==> src/vss_pkg.sv <==
package vss_pkg;
  localparam int unsigned CLK_MHZ         = 125;
  localparam int unsigned OC_DELAY_US     = 50;
  localparam int unsigned OC_DELAY_CYC    = OC_DELAY_US * CLK_MHZ;
  localparam int unsigned DETECT_CYC      = 16;
  localparam int unsigned MID_CYC         = 8;
  localparam int unsigned SS_STEP_CYC     = 4;
  localparam int unsigned GATE_DRIVER_ENABLE_LOW_CYC   = 4;
  localparam logic [7:0]  DAC_RST         = 8'h00;
  localparam logic [7:0]  TARGET_DEF      = 8'hC0;
  localparam int unsigned NUM_PHASE       = 3;
  // phase drive encoding
  localparam logic [1:0]  DRV_LOW         = 2'h0;
  localparam logic [1:0]  DRV_HIGH        = 2'h1;
  localparam logic [1:0]  DRV_MID         = 2'h2;
  localparam logic [1:0]  DRV_HIZ         = 2'h3;
  localparam logic [1:0]  CORE_1PH        = 2'h1;
  localparam logic [1:0]  CORE_2PH        = 2'h2;
  localparam logic [1:0]  CORE_3PH        = 2'h3;
  // APB register byte offsets
  localparam logic [7:0]  REG_CTRL        = 8'h00;
  localparam logic [7:0]  REG_TARGET      = 8'h04;
  localparam logic [7:0]  REG_STATUS      = 8'h08;
  localparam logic [7:0]  REG_DAC         = 8'h0C;
  typedef enum logic [2:0] {
    VSS_OFF, VSS_DETECT, VSS_MID, VSS_SOFT, VSS_RUN, VSS_OV_RAMP, VSS_OV_HOLD, VSS_OC_LATCH
  } vss_state_t;
endpackage : vss_pkg

==> src/vss_sequencer.sv <==
`timescale 1ns/100ps
module vss_sequencer #(
  parameter int unsigned OC_DELAY = vss_pkg::OC_DELAY_CYC
) (
  input  wire logic        pclk,
  input  wire logic        presetn,
  input  wire logic        psel,
  input  wire logic        penable,
  input  wire logic        pwrite,
  input  wire logic [7:0]  paddr,
  input  wire logic [31:0] pwdata,
  output logic      [31:0] prdata,
  output logic             pready,
  output logic             pslverr,
  input  wire logic        enable_in,
  input  wire logic        second_phase_tied_high,
  input  wire logic        aux_boot_select_pin,
  input  wire logic        single_phase_strap_pos,
  input  wire logic        single_phase_strap_neg,
  input  wire logic        gate_driver_enable_in,
  output logic             gate_driver_enable_out,
  output logic             gate_driver_enable_oe,
  input  wire logic [2:0]  phase_pulse,
  input  wire logic        aux_pulse,
  input  wire logic [2:0]  phase_shed,
  input  wire logic        vcc_uv,
  input  wire logic        ramp_supply_sense_uv,
  input  wire logic        current_limit_sense_lo,
  input  wire logic        current_limit_sense_hi,
  input  wire logic        out_under_ready,
  input  wire logic        out_over_dac,
  input  wire logic        current_sense_reference_ov,
  input  wire logic        dynamic_voltage_change,
  output logic [5:0]       phase_drive,
  output logic [1:0]       aux_drive,
  output logic             test_current_en,
  output logic             comp_release,
  output logic [7:0]       dac_code,
  output logic [1:0]       core_phases,
  output logic             aux_enabled,
  output logic [1:0]       limit_scale,
  output logic             regulator_ready_out
);
  localparam int NS = 13;
  logic [NS-1:0] s1;
  logic [NS-1:0] s2;
  wire  [NS-1:0] raw = {enable_in, second_phase_tied_high, aux_boot_select_pin,
                        single_phase_strap_pos, single_phase_strap_neg,
                        gate_driver_enable_in, vcc_uv, ramp_supply_sense_uv,
                        current_limit_sense_lo, current_limit_sense_hi,
                        out_under_ready, out_over_dac, current_sense_reference_ov};
  always_ff @(posedge pclk or negedge presetn) begin
    if (!presetn) begin
      s1 <= '0;
      s2 <= '0;
    end else begin
      s1 <= raw;
      s2 <= s1;
    end
  end
  wire en_s   = s2[12];
  wire p2_vcc = s2[11];
  wire ab_vcc = s2[10];
  wire sp_p   = s2[9];
  wire sp_n   = s2[8];
  wire drv_s  = s2[7];
  wire uv_in  = s2[6] | s2[5];
  wire oc_lo  = s2[4];
  wire oc_hi  = s2[3];
  wire uvo    = s2[2];
  wire ovd    = s2[1];
  wire ovr    = s2[0];

  vss_pkg::vss_state_t state;
  vss_pkg::vss_state_t next_state;
  logic [12:0] cnt;
  logic [15:0] oc_cnt;
  logic [7:0]  target;
  logic        soft_en;
  logic [2:0]  left_mid;
  logic        aux_left;
  logic        drv_seen_high;
  logic        oc_fault;
  logic        ov_fault;

  function automatic logic [1:0] lane(input logic active, input logic left,
                                      input vss_pkg::vss_state_t st);
    if (!active || st == vss_pkg::VSS_OFF || st == vss_pkg::VSS_DETECT)
      return vss_pkg::DRV_HIZ;
    if (st == vss_pkg::VSS_OV_RAMP || st == vss_pkg::VSS_OV_HOLD ||
        st == vss_pkg::VSS_OC_LATCH)
      return vss_pkg::DRV_LOW;
    // a restart into mid must not show a stale left-mid flag for a cycle
    return (left && st != vss_pkg::VSS_MID) ? vss_pkg::DRV_HIGH : vss_pkg::DRV_MID;
  endfunction : lane

  wire drv_drop  = drv_seen_high && !drv_s &&
                   (state == vss_pkg::VSS_SOFT || state == vss_pkg::VSS_RUN);
  wire oc_trip   = oc_hi || (oc_lo && oc_cnt >= OC_DELAY[15:0] - 16'h0001);
  wire ov_armed  = state == vss_pkg::VSS_RUN && !dynamic_voltage_change;
  wire ov_trip   = (ov_armed && ovd) || ovr;

  always_comb begin
    next_state = state;
    case (state)
      vss_pkg::VSS_OFF:    if (en_s && !uv_in) next_state = vss_pkg::VSS_DETECT;
      vss_pkg::VSS_DETECT: if (cnt == 13'(vss_pkg::DETECT_CYC - 1)) next_state = vss_pkg::VSS_MID;
      vss_pkg::VSS_MID:    if (cnt == 13'(vss_pkg::MID_CYC - 1)) next_state = vss_pkg::VSS_SOFT;
      vss_pkg::VSS_SOFT:   if (dac_code == target) next_state = vss_pkg::VSS_RUN;
      vss_pkg::VSS_RUN:    next_state = vss_pkg::VSS_RUN;
      vss_pkg::VSS_OV_RAMP: if (dac_code == vss_pkg::DAC_RST) next_state = vss_pkg::VSS_OV_HOLD;
      vss_pkg::VSS_OV_HOLD: next_state = vss_pkg::VSS_OV_HOLD;
      vss_pkg::VSS_OC_LATCH: next_state = vss_pkg::VSS_OC_LATCH;
      default:             next_state = vss_pkg::VSS_OFF;
    endcase
    if (state != vss_pkg::VSS_OFF && state != vss_pkg::VSS_DETECT &&
        state != vss_pkg::VSS_OV_RAMP && state != vss_pkg::VSS_OV_HOLD &&
        state != vss_pkg::VSS_OC_LATCH) begin
      if (drv_drop) next_state = vss_pkg::VSS_MID;
      if (ov_trip) next_state = vss_pkg::VSS_OV_RAMP;
      if (oc_trip) next_state = vss_pkg::VSS_OC_LATCH;
    end
    if (uv_in && state != vss_pkg::VSS_OV_HOLD && state != vss_pkg::VSS_OC_LATCH &&
        state != vss_pkg::VSS_OV_RAMP)
      next_state = vss_pkg::VSS_OFF;
    if (!en_s) next_state = vss_pkg::VSS_OFF;
  end

  always_ff @(posedge pclk or negedge presetn) begin
    if (!presetn) state <= vss_pkg::VSS_OFF;
    else state <= next_state;
  end

  // shared step counter; restarts on every state change
  always_ff @(posedge pclk or negedge presetn) begin
    if (!presetn) cnt <= '0;
    else if (next_state != state) cnt <= '0;
    else if (state == vss_pkg::VSS_SOFT && cnt == 13'(vss_pkg::SS_STEP_CYC - 1)) cnt <= '0;
    else cnt <= cnt + 13'h0001;
  end

  // the 50 us window only counts while the lower limit stays exceeded
  always_ff @(posedge pclk or negedge presetn) begin
    if (!presetn) oc_cnt <= '0;
    else if (!oc_lo || state != vss_pkg::VSS_RUN && state != vss_pkg::VSS_SOFT) oc_cnt <= '0;
    else if (oc_cnt != 16'hFFFF) oc_cnt <= oc_cnt + 16'h0001;
  end

  // strap decode latched when detection finishes, not at reset
  always_ff @(posedge pclk or negedge presetn) begin
    if (!presetn) begin
      core_phases <= vss_pkg::CORE_3PH;
      aux_enabled <= 1'b1;
    end else if (state == vss_pkg::VSS_DETECT) begin
      if (sp_p && !sp_n) core_phases <= vss_pkg::CORE_1PH;
      else if (p2_vcc) core_phases <= vss_pkg::CORE_2PH;
      else core_phases <= vss_pkg::CORE_3PH;
      aux_enabled <= !ab_vcc;
    end
  end

  always_ff @(posedge pclk or negedge presetn) begin
    if (!presetn) dac_code <= vss_pkg::DAC_RST;
    else if (state == vss_pkg::VSS_SOFT && cnt == 13'(vss_pkg::SS_STEP_CYC - 1) &&
             dac_code < target) dac_code <= dac_code + 8'h01;
    else if (state == vss_pkg::VSS_OV_RAMP && dac_code != vss_pkg::DAC_RST)
      dac_code <= dac_code - 8'h01;
    else if (state == vss_pkg::VSS_RUN && soft_en) dac_code <= target;
    else if (state == vss_pkg::VSS_OFF || state == vss_pkg::VSS_MID)
      dac_code <= vss_pkg::DAC_RST;
  end

  always_ff @(posedge pclk or negedge presetn) begin
    if (!presetn) begin
      left_mid <= '0;
      aux_left <= 1'b0;
    end else if (state != vss_pkg::VSS_SOFT && state != vss_pkg::VSS_RUN) begin
      left_mid <= '0;
      aux_left <= 1'b0;
    end else begin
      left_mid <= left_mid | phase_pulse;
      aux_left <= aux_left | aux_pulse;
    end
  end

  // ignore the driver line until it has been seen high once after release
  always_ff @(posedge pclk or negedge presetn) begin
    if (!presetn) drv_seen_high <= 1'b0;
    else if (state != vss_pkg::VSS_SOFT && state != vss_pkg::VSS_RUN) drv_seen_high <= 1'b0;
    else if (drv_s) drv_seen_high <= 1'b1;
  end

  logic [5:0] next_drive;
  always_comb begin
    next_drive = '0;
    for (int i = 0; i < vss_pkg::NUM_PHASE; i++)
      next_drive[2*i +: 2] = lane(32'(i) < 32'(core_phases), left_mid[i], state);
  end

  always_ff @(posedge pclk or negedge presetn) begin
    if (!presetn) begin
      phase_drive <= {3{vss_pkg::DRV_HIZ}};
      aux_drive <= vss_pkg::DRV_HIZ;
      test_current_en <= 1'b0;
      comp_release <= 1'b0;
      gate_driver_enable_out <= 1'b0;
      gate_driver_enable_oe <= 1'b1;
      regulator_ready_out <= 1'b0;
      limit_scale <= '0;
    end else begin
      phase_drive <= next_drive;
      aux_drive <= lane(aux_enabled, aux_left, state);
      test_current_en <= state == vss_pkg::VSS_DETECT;
      comp_release <= state == vss_pkg::VSS_SOFT || state == vss_pkg::VSS_RUN;
      gate_driver_enable_out <= state == vss_pkg::VSS_SOFT || state == vss_pkg::VSS_RUN ||
                                state == vss_pkg::VSS_OV_RAMP || state == vss_pkg::VSS_OV_HOLD;
      // open drain: drive low only
      gate_driver_enable_oe <= !(state == vss_pkg::VSS_SOFT || state == vss_pkg::VSS_RUN ||
                                 state == vss_pkg::VSS_OV_RAMP || state == vss_pkg::VSS_OV_HOLD);
      regulator_ready_out <= state == vss_pkg::VSS_RUN && !uvo;
      limit_scale <= (core_phases > 2'(phase_shed[0] + phase_shed[1] + phase_shed[2])) ?
                     core_phases - 2'(phase_shed[0] + phase_shed[1] + phase_shed[2]) :
                     2'h1;
    end
  end

  always_ff @(posedge pclk or negedge presetn) begin
    if (!presetn) begin
      oc_fault <= 1'b0;
      ov_fault <= 1'b0;
    end else begin
      if (!en_s) oc_fault <= 1'b0;
      else if (next_state == vss_pkg::VSS_OC_LATCH) oc_fault <= 1'b1;
      if (!en_s) ov_fault <= 1'b0;
      else if (next_state == vss_pkg::VSS_OV_RAMP) ov_fault <= 1'b1;
    end
  end

  // APB slave, zero wait states
  wire acc = psel && penable;
  always_ff @(posedge pclk or negedge presetn) begin
    if (!presetn) begin
      target <= vss_pkg::TARGET_DEF;
      soft_en <= 1'b0;
    end else if (acc && pwrite) begin
      if (paddr == vss_pkg::REG_CTRL) soft_en <= pwdata[0];
      if (paddr == vss_pkg::REG_TARGET) target <= pwdata[7:0];
    end
  end

  always_ff @(posedge pclk or negedge presetn) begin
    if (!presetn) begin
      prdata <= '0;
      pready <= 1'b0;
      pslverr <= 1'b0;
    end else begin
      pready <= psel && !penable;
      pslverr <= psel && !penable && paddr != vss_pkg::REG_CTRL &&
                 paddr != vss_pkg::REG_TARGET && paddr != vss_pkg::REG_STATUS &&
                 paddr != vss_pkg::REG_DAC;
      prdata <= '0;
      if (psel && !penable && !pwrite) begin
        case (paddr)
          vss_pkg::REG_CTRL:   prdata <= {31'h0, soft_en};
          vss_pkg::REG_TARGET: prdata <= {24'h0, target};
          vss_pkg::REG_STATUS: prdata <= {22'h0, oc_fault, ov_fault, aux_enabled,
                                          core_phases, 2'h0, state};
          vss_pkg::REG_DAC:    prdata <= {24'h0, dac_code};
          default:             prdata <= '0;
        endcase
      end
    end
  end
endmodule : vss_sequencer

==> config.mk <==
export PLATFORM = sky130hd
export DESIGN_NAME = vss_sequencer
export DESIGN_NICKNAME = d
export VERILOG_FILES = /design/src/vss_pkg.sv /design/src/vss_sequencer.sv
export SDC_FILE = /design/constraint.sdc
export NUM_CORES = 1
export LEC_CHECK = 0
export BUFFER_PORTS_ARGS = -buffer_cell sky130_fd_sc_hd__buf_2
export CORE_MARGIN = 4
export CORE_UTILIZATION = 58
export DETAILED_ROUTE_END_ITERATION = 16
export GPL_TIMING_DRIVEN = 0
export PLACE_DENSITY = 0.91
export SLEW_MARGIN = 20
export SYNTH_ARGS = -nofsm -noshare
export SYNTH_HDL_FRONTEND = slang
export SYNTH_SLANG_ARGS = --single-unit
==> constraint.sdc <==
create_clock -name pclk -period 5.9 [get_ports pclk]
set_input_delay 0.295 -clock pclk [delete_from_list [all_inputs] [get_ports pclk]]
set_output_delay 0.295 -clock pclk [all_outputs]
set_load 0.005 [all_outputs]
==> results.md <==
Outcome:
- The run finished with clean final reports.

Route:
- The starting DRC count in detailed routing is 310.
- After detailed routing, the number of remaining DRC violations is 0.
- In this run the remaining antenna-violating nets after routing total 0.
- The vias per cell is 5.60.
- The detailed router placed 4,433 vias in this run.
- The final layout contains routed wiring with a total length of 12,000 µm.
- Before antenna repair, the detailed router went through 7 iterations.
- The post-detailed-route wirelength per cell is 15.2 µm.

Clock tree:
- The clock tree from TritonCTS is built.
- The clock net in this run drives a total of 112 sinks.
- The latest clock arrival within the worst-skew pair is 370 ps.
- The buffer levels on the longest clock path is 2.
- Clock tree synthesis inserted a total of 9 buffers.
- The tree is rooted in a sky130_fd_sc_hd__clkbuf_8.
- The clock input transition at the sequential cells of the worst setup and hold paths is 110 ps.
- In this run the number of H-tree levels came out at 3.

Timing:
- For the pin with the worst max-slew slack, the measured transition is 912 ps.
- Clock skew on the completed layout was measured at 10.6 ps.
- The number of hold violations in the final report came to 0.
- For the finished layout, the period the worst path requires is 3090 ps.
- The post-route setup TNS is 0 ps.
- Measured against its own limit, the worst slew margin works out to 38.7%.
- The max-slew violation count is 0.
- The ratio of final minimum period to clock period is 52.4%.
- Static timing analysis puts the maximum clock frequency at 324 MHz.
- Setup repair after global routing left no endpoint under its margin.
- The count of endpoints failing setup in the final report is 0.

Logic synthesis:
- For this run, the number of Yosys warnings is 0.
- The mapped netlist covers 0.00553 mm².
- Counting flops and latches in the post-synthesis netlist gives 112.
- Each instance of the synthesized netlist takes up on average 10.2 µm².
- The number of different library cells in the post-synthesis netlist is 60.
- Of all flip-flops after synthesis, the portion carrying an async set or reset was 100%.
- The most instantiated flip-flop cell in the synthesis netlist is sky130_fd_sc_hd__dfrtp_1.
- The gate count of the mapped netlist is 544.
- The register area share after synthesis is 51.0%.
- The synthesized design contains 0 enable-type register cells.

Die:
- Pin placement for this block handled 126 I/O pins.
- The initial core utilization is 59.8%.
- After floorplanning, the core was divided into 35 placement rows.
- The die is 106 µm wide.
- The floorplan step defined a core boundary enclosing 0.00924 mm².
- The overall die area is 0.0112 mm².
- The die height is 106 µm.

Run:
- The max-capacitance violation count is 0.

Place:
- The post-DP HPWL is 8930 µm.
- Port buffering added 78 buffers.
- The final weighted congestion in routability-driven placement is 0.924.

Final layout:
- At the end of the flow, the number of nets in the layout was 744.
- The post-route netlist has 23.1% of its cells at a drive strength greater than 1.
- In the final layout, the multi-input gates occupy 0.00245 mm².
- The post-synthesis to final-layout area growth is 16.9%.
- The sequential cells in the finished layout cover a total of 0.00282 mm².
- The count of antenna diodes in the layout is 0.
- The layout filler cell count is 692.

Worst setup path:
- The buffer and inverter count on the worst path is 2.
- The setup slack on the worst flop-to-flop path is 2810 ps.
- The most numerous cell on the critical path is sky130_fd_sc_hd__nor4_1.
- The master of the slowest instance on the critical path is sky130_fd_sc_hd__nor4_1.
- The kind of cell with the highest combined delay along the critical path is simple AND/OR/NAND/NOR gates.
- The kind of end point of the critical path is a flip-flop.
- The worst-path maximum fanout is 10.
- On the worst path, the slowest cell contributes a delay of 570 ps.
- At the worst endpoint, the required time is 6140 ps.
- At the worst endpoint, the arrival time is 3330 ps.
- Traced cell by cell, the critical path runs through clkbuf_1 -> nor4_1 -> a311o_1 -> o221a_2 -> a31oi_1 -> and3_1 -> nor4_1 -> buf_2 -> nor3_1.
- The type of the setup path with the least slack is flip-flop to flip-flop.
- The sort of element at the start of the critical path is a flip-flop.

Pwr:
- IR analysis of the VDD net gives a maximum drop of 0.000152 V.
- The power density relative to cell area is 240 mW/mm².
- The cell leakage power is 3.03 nW.
- The sum of internal, switching and leakage power is 0.00155 W.

Global routing:
- In the global route stage, overall resource usage came out at 22.4%.
- Global routing finished with a remaining overflow of 0.
- Entering global routing, the biggest net connects 82 pins.
- The number of global-route vias before repair came to 4,326.
- The initial antenna violation count is 0.
- The first-pass GRT wire length is 20,300 µm.

Worst hold path:
- The class of the most critical hold timing path is input port to flip-flop.
final timing paths:
path	startpoint	endpoint	depth (start not counted)
min	aux_boot_select_pin	s1[10]	1
max reg2reg	dac_code[4]	cnt[5]	9
min reg2reg	s1[11]	s2[11]	0
max in group asynchronous	presetn	target[7]	3
min in group asynchronous	presetn	limit_scale[0]	2
max	dac_code[4]	cnt[5]	9
synthesized netlist by cell type, types with 8 or more instances:
cell type	number	area share (%)
sky130_fd_sc_hd__nand2b_1	9	1.0
sky130_fd_sc_hd__dfrtp_1	98	44
sky130_fd_sc_hd__and3_1	11	1.2
sky130_fd_sc_hd__nand2_1	49	3.3
sky130_fd_sc_hd__a31oi_1	11	1.2
sky130_fd_sc_hd__clkbuf_1	15	1.0
sky130_fd_sc_hd__dfstp_2	14	6.7
sky130_fd_sc_hd__nand4_1	8	0.91
sky130_fd_sc_hd__mux2_2	10	2.0
sky130_fd_sc_hd__ha_1	18	4.1
sky130_fd_sc_hd__nor3_1	28	2.5
sky130_fd_sc_hd__nor2_1	50	3.4
sky130_fd_sc_hd__nand3_1	17	1.5
sky130_fd_sc_hd__xor2_1	17	2.7
sky130_fd_sc_hd__xnor2_1	14	2.2
sky130_fd_sc_hd__buf_4	22	3.0
sky130_fd_sc_hd__inv_1	26	1.8
sky130_fd_sc_hd__o21ai_0	28	2.5
sky130_fd_sc_hd__a21oi_1	10	0.91
placed cells by master (no fill, tap or decap), drive strengths merged, types with 8 or more instances in the layout:
cell	netlist	layout
nor2	50	50
ha	18	18
and3	12	12
buf	24	103
a31oi	11	11
nand2	49	49
dfstp	14	14
mux2	10	10
nor3	28	28
a21oi	10	10
o21ai	29	29
nand4	8	8
clkbuf	15	24
inv	26	28
dfrtp	98	98
conb	1	22
nand3	17	17
xnor2	14	14
nand2b	9	9
xor2	17	17
per-stage QoR:
| stage | worst slack [ps] | std cells | util [%] | hold WS (ps) | instance area (µm²) |
|---|---|---|---|---|---|
| floorplan | 3340 | 565 | - | -0.591 | 5610 |
| global placement | 2920 | 772 | 66.6 | 333 | 6160 |
| detailed placement | 2880 | 773 | 67.0 | 188 | 6190 |
| CTS | 2860 | 790 | 69.7 | 8.32 | 6440 |
| global route | 2550 | 792 | 69.9 | 2.59 | 6460 |
| finish | 2810 | 792 | 69.9 | 23.0 | 6460 |
timing repair:
item                      CTS  global route
setup buffers               0             0
hold buffers                1             2
resized for setup           0             0
hold endpoints to repair   23             2
metal layers:
metal	vias to the layer above	global-route usage (%)	part of all wire [%]
li1	2076	-	-
met1	2104	30.1	42
met2	222	36.4	48
met3	31	4.65	8.3
met4	0	7.86	2.1
met5	-	0	0
power by group:
part	switching [W]	internal [W]	total [W]
clock	0.000268	0.000249	0.000517
combinational	0.0000900	0.0000812	0.000171
sequential	0.0000488	0.000815	0.000864
cells by family after synthesis:
kind of cell	count (synthesis)	synth area share [%]
AND/OR/NAND/NOR	209	19.0
flip-flops	112	51.0
AO/OA/AOI/OAI	90	10.8
buffers and inverters	65	6.07
XOR/XNOR	31	4.91
adder cells (fa/ha/maj)	20	4.80
multiplexers	16	3.35
other	1	0.0679
registers in the layout, summed over array words and instances, names as in the netlist, 2 cells and up:
signal       count
phase_drive      6
left_mid         3
core_phases      2
prdata          10
cnt             13
s1              13
state            3
aux_drive        2
oc_cnt          16
dac_code         8
limit_scale      2
target           8
s2              13
worst reg2reg max path, stage by stage (launching register included):
cell,delay [ps]
sky130_fd_sc_hd__dfrtp_1,430
sky130_fd_sc_hd__clkbuf_1,240
sky130_fd_sc_hd__nor4_1,450
sky130_fd_sc_hd__a311o_1,350
sky130_fd_sc_hd__o221a_2,200
sky130_fd_sc_hd__a31oi_1,100
sky130_fd_sc_hd__and3_1,200
sky130_fd_sc_hd__nor4_1,570
sky130_fd_sc_hd__buf_2,340
sky130_fd_sc_hd__nor3_1,90
layout make-up:
class                           instances  share of cell area (%)
Buffer                                 39                    3.68
Clock buffer                            9                    1.92
Clock inverter                          7                    1.76
Inverter                               26                    1.51
Multi-Input combinational cell        388                    37.9
Sequential cell                       112                    43.7
Tap cell                              129                    2.50
Timing Repair Buffer                   82                    7.03
No activity file was read; power rests on OpenSTA's default activity.
